[config.mk]
export PLATFORM = sky130hd
export DESIGN_NAME = zero_speed_position_hold
export DESIGN_NICKNAME = d
export VERILOG_FILES = /design/src/logic/zero_hold_pkg.sv /design/src/logic/quad_counter.sv /design/src/logic/zero_speed_position_hold.sv
export SDC_FILE = /design/constraint.sdc
export NUM_CORES = 2
export LEC_CHECK = 0
export ABC_CLOCK_PERIOD_IN_PS = 7200
export BUFFER_PORTS_ARGS = -buffer_cell sky130_fd_sc_hd__buf_4
export CAP_MARGIN = 20
export CORE_MARGIN = 10
export CORE_UTILIZATION = 50
export DETAILED_ROUTE_END_ITERATION = 10
export PLACE_DENSITY_LB_ADDON = 0.1
export SLEW_MARGIN = 20
export SYNTH_ARGS = -nofsm -noshare
export SYNTH_HDL_FRONTEND = slang
export SYNTH_SLANG_ARGS = --single-unit
[constraint.sdc]
create_clock -name i_sys_clk -period 7.2 [get_ports i_sys_clk]
set_input_delay 0.36 -clock i_sys_clk [delete_from_list [all_inputs] [get_ports i_sys_clk]]
set_output_delay 0.36 -clock i_sys_clk [all_outputs]
set_load 0.01 [all_outputs]
[src/logic/zero_hold_pkg.sv]
// package: register map, field limits, state and struct types for zero-speed hold
package zero_hold_pkg;

	////////////////////////////////////////////////////////////////////////////////
	// wishbone register word addresses (byte address bits 7:2)
	localparam logic [5:0] ADR_ZERO_SPEED_LEVEL = 6'h00;
	localparam logic [5:0] ADR_MIN_OUTPUT_FREQ = 6'h01;
	localparam logic [5:0] ADR_HOLD_GAIN = 6'h02;
	localparam logic [5:0] ADR_HOLD_WIDTH = 6'h03;
	localparam logic [5:0] ADR_SPEED_REF = 6'h04;
	localparam logic [5:0] ADR_STATUS = 6'h05;
	localparam logic [5:0] ADR_POSITION = 6'h06;
	localparam logic [5:0] ADR_CAPTURED = 6'h07;
	localparam logic [5:0] ADR_DEVIATION = 6'h08;
	localparam logic [5:0] ADR_IN_SEL_BASE = 6'h10;
	localparam logic [5:0] ADR_OUT_SEL_BASE = 6'h20;

	////////////////////////////////////////////////////////////////////////////////
	// sizes
	localparam int N_INPUTS = 10;
	localparam int N_OUTPUTS = 3;
	localparam int POS_W = 32;
	localparam int CORR_W = 16;

	////////////////////////////////////////////////////////////////////////////////
	// selector codes
	localparam logic [7:0] SEL_HOLD_COMMAND = 8'h48;
	localparam logic [7:0] SEL_HOLD_DONE = 8'h21;

	////////////////////////////////////////////////////////////////////////////////
	// setting limits and reset values (frequencies in 0.1 hz)
	localparam logic [31:0] ZSL_MAX = 32'h0000_0064;
	localparam logic [6:0] ZSL_RST = 7'h05;
	localparam logic [15:0] MINF_RST = 16'h0000;
	localparam logic [31:0] GAIN_MAX = 32'h0000_0064;
	localparam logic [6:0] GAIN_RST = 7'h05;
	localparam logic [31:0] WIDTH_MAX = 32'h0000_3fff;
	localparam logic [13:0] WIDTH_RST = 14'h000a;

	////////////////////////////////////////////////////////////////////////////////
	// status bits
	localparam int ST_HOLD = 0;
	localparam int ST_DONE = 1;
	localparam int ST_ENABLED = 2;
	localparam int ST_RUN = 3;
	localparam int ST_CMD = 4;

	////////////////////////////////////////////////////////////////////////////////
	// types
	typedef enum logic [0:0] {HOLD_IDLE, HOLD_LOCKED} hold_e;

	typedef struct packed {
		logic [1:0] s1;
		logic [1:0] s2;
		logic [1:0] prev;
		logic signed [POS_W-1:0] pos;
	} qdec_s;

	typedef struct packed {
		logic [N_INPUTS:0] pin_s1;
		logic [N_INPUTS:0] pin_s2;
		logic [6:0] zsl;
		logic [15:0] minf;
		logic [6:0] gain;
		logic [13:0] width;
		logic signed [15:0] speed_ref;
		logic [N_INPUTS-1:0][7:0] in_sel;
		logic [N_OUTPUTS-1:0][7:0] out_sel;
		hold_e st;
		logic signed [POS_W-1:0] cap;
		logic hold_done;
		logic [N_OUTPUTS-1:0] mf_out;
		logic signed [CORR_W-1:0] corr;
		logic ack;
		logic [31:0] dat;
	} core_s;

endpackage

[src/logic/quad_counter.sv]
// quadrature decoder: synchronised phases into a signed edge counter
`timescale 1ns/1ps
module quad_counter
	import zero_hold_pkg::*;
(
	// clock and control
	input wire logic i_sys_clk,
	input wire logic i_reset,
	input wire logic i_ce,
	// encoder phases from pins
	input wire logic i_phase_a,
	input wire logic i_phase_b,
	// position in quadrature counts
	output logic signed [POS_W-1:0] o_position
);

	qdec_s q_q;
	qdec_s q_d;

	////////////////////////////////////////////////////////////////////////////////
	// every edge of either phase counts once; both phases changing in the same sample count nothing
	always_comb begin
		q_d = q_q;
		q_d.s1 = {i_phase_a, i_phase_b};
		q_d.s2 = q_q.s1;
		q_d.prev = q_q.s2;
		if ((q_q.s2 != q_q.prev) && ((q_q.s2 ^ q_q.prev) != 2'h3)) begin
			if (q_q.s2[1] ^ q_q.prev[0]) begin
				q_d.pos = q_q.pos + 32'sh1;
			end else begin
				q_d.pos = q_q.pos - 32'sh1;
			end
		end
	end

	always_ff @(posedge i_sys_clk) begin
		if (i_reset) begin
			q_q <= '0;
		end else if (i_ce) begin
			q_q <= q_d;
		end
	end

	assign o_position = q_q.pos;

endmodule

[src/logic/zero_speed_position_hold.sv]
// zero-speed position hold with wishbone settings and quadrature position loop
//
// How it works
// - hold enabled only if an input selects 72
// - enter hold on command below zero speed
// - zero speed level 0.0..10.0 hz, default 0.5
// - minimum output frequency floors the threshold
// - capture position and close position loop
// - hold gain 0..100, default 5, proportional
// - completion while within capture plus minus width
// - completion width 0..16383, default 10
// - width compared in quadrature counts
// - hold ignores speed reference and shaft force
// - completion drops when command drops
// - output selector 33 routes completion status
`timescale 1ns/1ps
module zero_speed_position_hold
	import zero_hold_pkg::*;
(
	// clock, reset, enable
	input wire logic i_sys_clk,
	input wire logic i_reset,
	input wire logic i_ce,
	// wishbone slave
	input wire logic i_wb_cyc,
	input wire logic i_wb_stb,
	input wire logic i_wb_we,
	input wire logic [7:0] i_wb_adr,
	input wire logic [3:0] i_wb_sel,
	input wire logic [31:0] i_wb_dat,
	output logic [31:0] o_wb_dat,
	output logic o_wb_ack,
	// drive control pins
	input wire logic [N_INPUTS-1:0] i_mf_in,
	input wire logic i_run,
	// shaft encoder pins
	input wire logic i_enc_a,
	input wire logic i_enc_b,
	// hold results
	output logic [N_OUTPUTS-1:0] o_mf_out,
	output logic o_hold_active,
	output logic o_hold_done,
	output logic signed [CORR_W-1:0] o_speed_corr
);

	////////////////////////////////////////////////////////////////////////////////
	// local limits

	localparam int ADR_LSB = 2;
	localparam int ADR_MSB = 7;
	localparam logic signed [POS_W+8:0] CORR_HI = 41'sh0_0000_7fff;
	localparam logic signed [POS_W+8:0] CORR_LO = -41'sh0_0000_8000;
	localparam logic signed [CORR_W-1:0] CORR_SAT_HI = 16'sh7fff;
	localparam logic signed [CORR_W-1:0] CORR_SAT_LO = 16'sh8000;

	////////////////////////////////////////////////////////////////////////////////
	// helpers

	function automatic logic [31:0] lane_merge(input logic [31:0] old_v,
			input logic [31:0] new_v, input logic [3:0] sel);
		logic [31:0] r;
		r = old_v;
		for (int i = 0; i < 4; i++) begin
			if (sel[i]) begin
				r[i*8 +: 8] = new_v[i*8 +: 8];
			end
		end
		return r;
	endfunction

	function automatic logic [31:0] clamp_max(input logic [31:0] v, input logic [31:0] lim);
		return (v > lim) ? lim : v;
	endfunction

	function automatic logic [POS_W-1:0] abs_pos(input logic signed [POS_W-1:0] v);
		return v[POS_W-1] ? 32'(-v) : 32'(v);
	endfunction

	function automatic logic [15:0] abs_ref(input logic signed [15:0] v);
		return v[15] ? 16'(-v) : 16'(v);
	endfunction

	function automatic logic in_sel_hit(input logic [5:0] a);
		return (a >= ADR_IN_SEL_BASE) && (a < ADR_IN_SEL_BASE + 6'(N_INPUTS));
	endfunction

	function automatic logic out_sel_hit(input logic [5:0] a);
		return (a >= ADR_OUT_SEL_BASE) && (a < ADR_OUT_SEL_BASE + 6'(N_OUTPUTS));
	endfunction

	function automatic logic read_only(input logic [5:0] a);
		return (a == ADR_STATUS) || (a == ADR_POSITION) || (a == ADR_CAPTURED)
			|| (a == ADR_DEVIATION);
	endfunction

	function automatic logic signed [CORR_W-1:0] sat_corr(input logic signed [POS_W+8:0] v);
		logic signed [CORR_W-1:0] r;
		if (v > CORR_HI) begin
			r = CORR_SAT_HI;
		end else if (v < CORR_LO) begin
			r = CORR_SAT_LO;
		end else begin
			r = v[CORR_W-1:0];
		end
		return r;
	endfunction

	////////////////////////////////////////////////////////////////////////////////
	// state and decoded terms

	core_s q_q;
	core_s q_d;
	logic signed [POS_W-1:0] position;
	logic [N_INPUTS-1:0] cmd_sel_mask;
	logic hold_enabled;
	logic hold_request;
	logic locked;
	logic in_window;
	logic [N_OUTPUTS-1:0] done_sel_mask;
	logic hold_cmd;
	logic run_on;
	logic [15:0] thr_eff;
	logic [15:0] ref_mag;
	logic below_zero_speed;
	logic signed [POS_W-1:0] deviation;
	logic signed [POS_W+8:0] corr_full;
	logic wb_req;
	logic [5:0] wadr;
	logic [31:0] wr_old;
	logic [31:0] wr_val;
	logic [31:0] rd_val;

	quad_counter u_quad (
		.i_sys_clk(i_sys_clk),
		.i_reset(i_reset),
		.i_ce(i_ce),
		.i_phase_a(i_enc_a),
		.i_phase_b(i_enc_b),
		.o_position(position)
	);

	////////////////////////////////////////////////////////////////////////////////
	// selector decode per input

	genvar gi;
	generate
		for (gi = 0; gi < N_INPUTS; gi++) begin : g_sel
			assign cmd_sel_mask[gi] = (q_q.in_sel[gi] == SEL_HOLD_COMMAND);
		end
	endgenerate

	assign hold_enabled = |cmd_sel_mask;
	assign hold_cmd = |(cmd_sel_mask & q_q.pin_s2[N_INPUTS-1:0]);
	assign run_on = q_q.pin_s2[N_INPUTS];
	assign hold_request = hold_enabled && hold_cmd && run_on;
	assign locked = (q_q.st == HOLD_LOCKED);

	generate
		for (gi = 0; gi < N_OUTPUTS; gi++) begin : g_out
			assign done_sel_mask[gi] = (q_q.out_sel[gi] == SEL_HOLD_DONE);
		end
	endgenerate

	////////////////////////////////////////////////////////////////////////////////
	// threshold and loop arithmetic

	assign thr_eff = ({9'h000, q_q.zsl} < q_q.minf) ? q_q.minf : {9'h000, q_q.zsl};
	assign ref_mag = abs_ref(q_q.speed_ref);
	assign below_zero_speed = (ref_mag < thr_eff);
	assign deviation = position - q_q.cap;
	assign corr_full = -(41'(deviation) * 41'($signed({1'b0, q_q.gain})));
	assign in_window = (abs_pos(deviation) <= {18'h0, q_q.width});

	////////////////////////////////////////////////////////////////////////////////
	// bus decode

	assign wb_req = i_wb_cyc && i_wb_stb && !q_q.ack;
	assign wadr = i_wb_adr[ADR_MSB:ADR_LSB];

	always_comb begin
		wr_old = 32'h0000_0000;
		rd_val = 32'h0000_0000;
		if (wadr == ADR_ZERO_SPEED_LEVEL) begin
			rd_val = {25'h0, q_q.zsl};
		end else if (wadr == ADR_MIN_OUTPUT_FREQ) begin
			rd_val = {16'h0, q_q.minf};
		end else if (wadr == ADR_HOLD_GAIN) begin
			rd_val = {25'h0, q_q.gain};
		end else if (wadr == ADR_HOLD_WIDTH) begin
			rd_val = {18'h0, q_q.width};
		end else if (wadr == ADR_SPEED_REF) begin
			rd_val = {16'h0, q_q.speed_ref};
		end else if (wadr == ADR_STATUS) begin
			rd_val[ST_HOLD] = (q_q.st == HOLD_LOCKED);
			rd_val[ST_DONE] = q_q.hold_done;
			rd_val[ST_ENABLED] = hold_enabled;
			rd_val[ST_RUN] = run_on;
			rd_val[ST_CMD] = hold_cmd;
		end else if (wadr == ADR_POSITION) begin
			rd_val = position;
		end else if (wadr == ADR_CAPTURED) begin
			rd_val = q_q.cap;
		end else if (wadr == ADR_DEVIATION) begin
			rd_val = deviation;
		end else if (in_sel_hit(wadr)) begin
			rd_val = {24'h0, q_q.in_sel[4'(wadr - ADR_IN_SEL_BASE)]};
		end else if (out_sel_hit(wadr)) begin
			rd_val = {24'h0, q_q.out_sel[2'(wadr - ADR_OUT_SEL_BASE)]};
		end
		if (!read_only(wadr)) begin
			wr_old = rd_val;
		end
	end

	assign wr_val = lane_merge(wr_old, i_wb_dat, i_wb_sel);

	////////////////////////////////////////////////////////////////////////////////
	// next state

	always_comb begin
		q_d = q_q;
		q_d.pin_s1 = {i_run, i_mf_in};
		q_d.pin_s2 = q_q.pin_s1;

		// hold state machine
		unique case (q_q.st)
			HOLD_IDLE: begin
				if (hold_request && below_zero_speed) begin
					q_d.st = HOLD_LOCKED;
					q_d.cap = position;
				end
			end
			HOLD_LOCKED: begin
				// speed reference no longer looked at while locked
				if (!hold_request) begin
					q_d.st = HOLD_IDLE;
				end
			end
		endcase

		// position loop correction, saturated
		if (q_d.st == HOLD_LOCKED && locked) begin
			q_d.corr = sat_corr(corr_full);
		end else begin
			q_d.corr = '0;
		end

		// completion window
		q_d.hold_done = (q_d.st == HOLD_LOCKED) && locked && hold_cmd && in_window;
		q_d.mf_out = done_sel_mask & {N_OUTPUTS{q_d.hold_done}};

		// wishbone: one wait state, ack for one cycle
		q_d.ack = wb_req;
		q_d.dat = wb_req ? rd_val : 32'h0000_0000;
		if (wb_req && i_wb_we) begin
			if (wadr == ADR_ZERO_SPEED_LEVEL) begin
				q_d.zsl = 7'(clamp_max(wr_val, ZSL_MAX));
			end else if (wadr == ADR_MIN_OUTPUT_FREQ) begin
				q_d.minf = wr_val[15:0];
			end else if (wadr == ADR_HOLD_GAIN) begin
				q_d.gain = 7'(clamp_max(wr_val, GAIN_MAX));
			end else if (wadr == ADR_HOLD_WIDTH) begin
				q_d.width = 14'(clamp_max(wr_val, WIDTH_MAX));
			end else if (wadr == ADR_SPEED_REF) begin
				q_d.speed_ref = wr_val[15:0];
			end else if (in_sel_hit(wadr)) begin
				q_d.in_sel[4'(wadr - ADR_IN_SEL_BASE)] = wr_val[7:0];
			end else if (out_sel_hit(wadr)) begin
				q_d.out_sel[2'(wadr - ADR_OUT_SEL_BASE)] = wr_val[7:0];
			end
		end
	end

	////////////////////////////////////////////////////////////////////////////////
	// registers

	always_ff @(posedge i_sys_clk) begin
		if (i_reset) begin
			q_q <= '0;
			q_q.st <= HOLD_IDLE;
			q_q.zsl <= ZSL_RST;
			q_q.minf <= MINF_RST;
			q_q.gain <= GAIN_RST;
			q_q.width <= WIDTH_RST;
		end else if (i_ce) begin
			q_q <= q_d;
		end
	end

	////////////////////////////////////////////////////////////////////////////////
	// outputs

	assign o_wb_dat = q_q.dat;
	assign o_wb_ack = q_q.ack;
	assign o_mf_out = q_q.mf_out;
	assign o_hold_active = (q_q.st == HOLD_LOCKED);
	assign o_hold_done = q_q.hold_done;
	assign o_speed_corr = q_q.corr;

endmodule

After elaboration in Yosys (flattened, before gate mapping)
Index checks and enable logic that the tools add are counted.
{"block": "word_totals", "register_bits": 310, "latch_bits": 0, "ram_bits": 0, "mem_bits_ro": 0, "input_bits": 63, "output_inout_bits": 54, "word_cells": 159, "memories": 0}
{"block": "op_classes", "n_addsub": 8, "mul": 1, "div": 0, "order_cmp": 15, "n_eq_ne": 23, "shifts": 0, "n_mux": 40, "bitwise_logic": 11, "n_reduce_logical": 30}
{"op": "32-bit two-way mux", "n": 13}
{"op": "80-bit bitwise mux", "n": 1}
{"op": "8-bit by 7-bit equality test with 1-bit output (second input constant)", "n": 10}
{"op": "16-bit two-way mux", "n": 5}
{"op": "8-bit two-way mux", "n": 9}
{"op": "41-bit by 16-bit greater-than comparator with 1-bit output (second input constant)", "n": 1}
{"op": "41-bit by 16-bit < comparator with 1-bit output (second input constant)", "n": 1}
{"op": "40-bit negator with 41-bit output", "n": 1}
{"op": "32-bit by 8-bit multiplier with 40-bit output", "n": 1}
{"op": "33-bit two-way mux", "n": 1}
{"op": "32-bit by 2-bit adder with 32-bit output (second input constant)", "n": 1}
{"op": "8-bit binary-select mux with 4-bit select", "n": 1}
{"op": "8-bit demux with 4-bit select", "n": 1}
{"op": "32-bit by 14-bit greater-than comparator with 1-bit output (second input constant)", "n": 1}
{"op": "32-bit by 7-bit greater-than comparator with 1-bit output (second input constant)", "n": 1}
{"op": "32-bit by 14-bit less-or-equal comparator with 1-bit output", "n": 1}
{"op": "32-bit negator", "n": 1}
{"op": "32-bit by 2-bit subtractor with 32-bit output (second input constant)", "n": 1}
{"op": "32-bit subtractor", "n": 1}
{"op": "27-bit two-way mux", "n": 1}
{"op": "24-bit bitwise mux", "n": 1}
{"op": "6-bit by 3-bit equality test with 1-bit output (second input constant)", "n": 4}
{"op": "8-bit by 6-bit equality test with 1-bit output (second input constant)", "n": 3}
{"op": "10-bit OR reduction", "n": 2}
{"op": "42 further kinds", "n": 65}

Logic depth before layout (Yosys ltp)
{"block": "logic_depth", "word_depth": 18, "ltp_mapped": 34, "mapped_depth_nobuf": 32}

By module
From an unflattened synthesis, not the netlist that was laid out.
{"block": "unflattened", "cells_unflattened": 3614, "area_unflattened_um2": 29079.1}
{"mod": "zero_speed_position_hold", "n_inst": 1, "cells_per_inst": 3145, "area_per_inst_um2": 25642.1, "seq_area_each_um2": 5445.2}
{"mod": "quad_counter", "n_inst": 1, "cells_per_inst": 469, "area_per_inst_um2": 3437.0, "seq_area_each_um2": 760.7}

Least setup slack after synthesis
OpenSTA, ideal clock, no wires.
{"block": "synth_path", "path_kind": "reg2reg", "startpoint": "reg u_quad.q_q (netlist bit u_quad.o_position[0])", "endpoint": "reg q_q (netlist bit o_speed_corr[10])", "setup_time_ns": 0.121, "arrival_time_ns": 7.869, "required_time_ns": 7.079, "setup_slack_ns": -0.791, "stages_incl_launch_ff": 34, "path_buffers": 2, "synth_period_minus_slack_ns": 7.991, "path_cell_list": "dfxtp_1 inv_1 ha_1 inv_1 fa_1 a21o_1 a311oi_2 o31ai_2 o31ai_1 xnor2_1 clkbuf_1 and2_1 fa_1 inv_1 fa_1 inv_1 fa_1 inv_1 fa_1 ha_1 ha_1 and3_1 nand2_1 o311ai_0 o2111a_1 o2111ai_1 a21o_1 xnor2_1 or4_1 nor4_1 nand4b_1 nand4_1 buf_4 nand3_1"}
{"block": "synth_between", "elab_chain_cells": 7, "elab_cells_between_ends": 8, "cone_classes": "2 x add/sub; 1 x mul; 2 x order compare; 3 x mux"}
{"item": "start: declaration", "line_no": "quad_counter.sv:17", "rtl": "qdec_s q_q;"}
{"item": "start signal: assignment", "line_no": "quad_counter.sv:40", "rtl": "q_q <= q_d;"}
{"item": "32-bit subtractor *", "line_no": "zero_speed_position_hold.sv:170", "rtl": "assign deviation = position - q_q.cap;"}
{"item": "32-bit by 8-bit multiplier with 40-bit output *", "line_no": "zero_speed_position_hold.sv:171", "rtl": "assign corr_full = -(41'(deviation) * 41'($signed({1'b0, q_q.gain})));"}
{"item": "40-bit negator with 41-bit output *", "line_no": "zero_speed_position_hold.sv:171"}
{"item": "41-bit by 16-bit < comparator with 1-bit output", "line_no": "zero_speed_position_hold.sv:100", "rtl": "end else if (v < CORR_LO) begin"}
{"item": "16-bit two-way mux", "line_no": "zero_speed_position_hold.sv:100"}
{"item": "16-bit two-way mux *", "line_no": "zero_speed_position_hold.sv:98", "rtl": "if (v > CORR_HI) begin"}
{"item": "16-bit two-way mux *", "line_no": "zero_speed_position_hold.sv:242", "rtl": "if (q_d.st == HOLD_LOCKED && locked) begin"}
{"item": "end signal: assignment", "line_no": "zero_speed_position_hold.sv:286", "rtl": "q_q <= q_d;"}
{"item": "end: declaration", "line_no": "zero_speed_position_hold.sv:111", "rtl": "core_s q_q;"}
Every way passes the cells marked *; elsewhere a longest branch is shown, timed or not.
A chain may end at the register's enable or synchronous reset.

Worst setup path in the final report
{"block": "layout_path", "startpoint": "reg q_q[57] (netlist name)", "endpoint": "reg q_q (netlist bit o_speed_corr[6])"}
{"block": "layout_between", "elab_chain_cells": 7, "elab_cells_between_ends": 8, "cone_classes": "2 x add/sub; 1 x mul; 2 x order compare; 3 x mux"}
{"item": "32-bit subtractor *", "line_no": "zero_speed_position_hold.sv:170"}
{"item": "32-bit by 8-bit multiplier with 40-bit output *", "line_no": "zero_speed_position_hold.sv:171"}
{"item": "40-bit negator with 41-bit output *", "line_no": "zero_speed_position_hold.sv:171"}
{"item": "41-bit by 16-bit < comparator with 1-bit output", "line_no": "zero_speed_position_hold.sv:100"}
{"item": "16-bit two-way mux", "line_no": "zero_speed_position_hold.sv:100"}
{"item": "16-bit two-way mux *", "line_no": "zero_speed_position_hold.sv:98"}
{"item": "16-bit two-way mux *", "line_no": "zero_speed_position_hold.sv:242"}
Marked as above.

==> impl_metrics.toml <==
[die]
pin_count = 117
fp.dieW_um = 259
start_util = 0.507
die_h_um = 259
die-area_um2 = 67200
rows = 87
core-area_um2 = 56500

[yosys]
syn_nets = 4001
async_reset_ff_frac = 0
yosysTopAreaCellShare = 0.217
synthTopCellsByArea = "dfxtp_1 (22%), fa_1 (12%), ha_1 (9.5%), nor2_1 (5.2%), nand2_1 (4.6%)"
syn-mean-instance-area_um2 = 8.05
ys_types = 104
ys_ff_latch = 310
netlist_instances = 3555
syn_area_um2 = 28600
yosys.area.top_type = "dfxtp_1"
synth-main-ff-cell = "dfxtp_1"
yosys_warnings = 0
synth_seq_area_share = 0.217
synth_edf_count = 0

[cells_and_area]
multi_input_area_um2 = 21400
seq_area_um2 = 6210
area_growth_pct = 23.2
final_cells = 4694
n_fill_cell = 4993
drive_gt1_frac = 0.224
final_net_count = 4357

[critical_path]
worstReg2RegStart = "q_q[57]$_SDFFE_PP0P_"
critPathCaptureType = "register"
critPathBufInv = 7
cp_top_family = "adder cells"
rrSetupSlack_ns = -0.65
worstSetupPathType = "register to register"
worstRegToRegCells = 32
worst_ep_arrival_time_ns = 8.37
startpoint_type = "register"
worstReg2RegEnd = "o_speed_corr[6]$_SDFFE_PP0P_"
critPathMaxFanout = 6
timing.critical_path.slowest_cell_delay_ns = 0.61
cp_slowest_cell = "fa_1"
cp_common_cell = "buf_4"
cp.required_ns = 7.72

[placed_design]
place_hpwl_mm = 73.4
dpl.cell_count = 4603
dp_slack_ns = -0.945
port_buffers = 114
routabilityCongestion = 0.950

[global_routing]
grt_start_max_net_pins = 90
grt_usage = 0.274
grt_pass1_vias = 27901
grt_antenna_before_repair = 1
grt-ovfl-total = 0
grt_pass1_wl_mm = 150

[hold_path]
hold_class = "primary input to register"
hold_depth = 3
holdPathEnd = "q_d[257]$_SDFFE_PP0P_"
min_from = "i_mf_in[7]"

[detailed_routing]
ant_nets = 0
wl_per_cell_um = 20.2
routed_wl_mm = 94.6
vias = 27620
vias_per_cell = 5.88
drtIter0Drc = 1939
drt-pass1-iter-count = 9
drc_errors = 0

[timing]
fin_crit_sh = 1.09
period_minus_slack_ns = 7.85
skew_ns = 0.0377
rsz0062_at_grt = "yes"
hold_viol = 0
slew_viol_final = 0
setup_ws_ns = -0.653
fmax_ghz = 0.127
slew_headroom = 0.290
whs_ns = 0.0349
setup_viol = 16
worst_pin_slew_ns = 1.06

[outcome]
status = "finished with violations"
violations = "setup timing"

[clocking]
h-tree-depth = 2
clkLatencyLatePin_ns = 0.58
cts-root-buf = "clkbuf_16"
cts_inserted_buffers = 38
cts_sinks = 310
cts_tree = "built"
clk_path_buf_depth = 3
cts.reportedPaths.clkPinSlew_ns = 0.07

[flow_run]
maxCapViolations = 0
-- flip-flops by register name (all words and copies together), names as in the netlist --
name,cells
o_hold_done,1
o_wb_dat,32
o_speed_corr,16
o_wb_ack,1
o_hold_active,1
u_quad.o_position,32
q_q,207
o_mf_out,3
u_quad.q_q,2
q_d,11
u_quad.q_d,4
-- worst register-to-register path: cells and delay by family, from the launching register on --
family / cells / cell delay, ns
adders and majority gates: 7 / 2.65
buffers and inverters: 7 / 0.75
and+or+nand+nor: 9 / 1.92
DFF: 1 / 0.34
AOI/OAI and AO/OA: 9 / 2.12
-- timing repair --
action,4_1_cts,5_1_grt
pin swaps,59,37
endpoints found under the setup margin,16,16
gates cloned,1,0
setup buffers,17,7
hold buffers,0,0
resized for setup,106,62
-- cell usage after synthesis (9+ instances only) --
| master | number |
|---|---|
| a22oi_1 | 26 |
| nor4b_1 | 11 |
| inv_1 | 291 |
| a21oi_1 | 194 |
| clkbuf_1 | 171 |
| o31ai_1 | 14 |
| buf_2 | 19 |
| xor2_1 | 28 |
| a211oi_1 | 138 |
| nand3_1 | 63 |
| a221oi_1 | 18 |
| nor2_1 | 393 |
| o21a_1 | 22 |
| and3_1 | 28 |
| and4b_1 | 10 |
| a2111oi_0 | 10 |
| mux4_2 | 16 |
| o21ai_0 | 129 |
| o21bai_1 | 16 |
| nand2b_1 | 30 |
| nand4_1 | 31 |
| nor2b_1 | 40 |
| fa_1 | 165 |
| a221o_1 | 11 |
| xnor2_1 | 72 |
| a21o_1 | 46 |
| buf_4 | 55 |
| o22ai_1 | 13 |
| nor4_1 | 33 |
| nor3_1 | 71 |
| o211ai_1 | 16 |
| mux2i_1 | 103 |
| or3_1 | 17 |
| nand2_1 | 354 |
| o21ai_1 | 13 |
| a211o_1 | 10 |
| ha_1 | 218 |
| o2111ai_1 | 9 |
| and2_1 | 127 |
| a31oi_1 | 23 |
| dfxtp_1 | 310 |
| a222oi_1 | 16 |
-- placed cells by master, fill, tap and decap left out, types with 38 or more instances in the layout --
cell       count
and2_1       119
dfxtp_1      307
ha_1         180
nor2_1       389
buf_4        564
xnor2_1       62
fa_1         151
mux2i_1      103
a21oi_1      178
a21o_1        46
a211oi_1     130
nand2_1      350
nor2b_1       38
nand3_1       50
clkbuf_16     39
o21ai_0      120
inv_1        285
nor3_1        65
-- routing by layer --
layer	global-route usage	up-vias	part of all wire
met5	0	-	0
met4	0.114	0	0.040
met3	0.0394	220	0.059
met2	0.481	903	0.49
met1	0.330	13363	0.41
li1	-	13134	-
-- per-stage QoR --
stage               instance area [um^2]   util  TNS (ns)
floorplan                          29100      -     -3.56
global placement                   32900  0.583    -12.98
detailed placement                 32900  0.583    -14.46
CTS                                34900  0.618     -9.20
global route                       35300  0.624    -13.82
finish                             35300  0.624     -8.90
-- how the worst max path moves through the flow --
| stage | end | cells after the start | start | slack, ns |
|---|---|---|---|---|
| 2_1_floorplan | o_speed_corr[10]$_SDFFE_PP0P_ | 33 | u_quad.o_position[0]$_SDFFE_PP0P_ | -0.26 |
| 3_3_place_gp | o_speed_corr[9]$_SDFFE_PP0P_ | 28 | q_q[59]$_SDFFE_PP0P_ | -0.84 |
| 3_5_place_dp | o_speed_corr[3]$_SDFFE_PP0P_ | 28 | q_q[59]$_SDFFE_PP0P_ | -0.95 |
| 4_1_cts | o_speed_corr[4]$_SDFFE_PP0P_ | 31 | u_quad.o_position[0]$_SDFFE_PP0P_ | -0.63 |
| 5_1_grt | o_speed_corr[6]$_SDFFE_PP0P_ | 32 | u_quad.o_position[0]$_SDFFE_PP0P_ | -0.96 |
| 6_report | o_speed_corr[6]$_SDFFE_PP0P_ | 32 | q_q[57]$_SDFFE_PP0P_ | -0.65 |
-- final cells by class --
type	count	area share
diodes	1	0.0000710
clock buffers	53	0.0297
clock inverters	13	0.00486
inverters	294	0.0313
multi-input cells	2694	0.608
flip-flops and latches	310	0.176
well taps	756	0.0268
repair buffers	573	0.123
-- cell families (layout without fill, tap and decap cells) --
logic type	after synthesis	after routing	share of synthesized area
simple gates	1264	1264	0.213
fa+ha+maj	383	383	0.211
xor+xnor	101	101	0.0312
compound gates	819	819	0.196
other cells	0	1	0
mux	127	127	0.0517
buf+inv	551	933	0.0811
flops	310	310	0.217
Power is left out: the tool's default activity adds up to more than one toggle a clock period on the data nets, which glitch-free logic cannot reach.
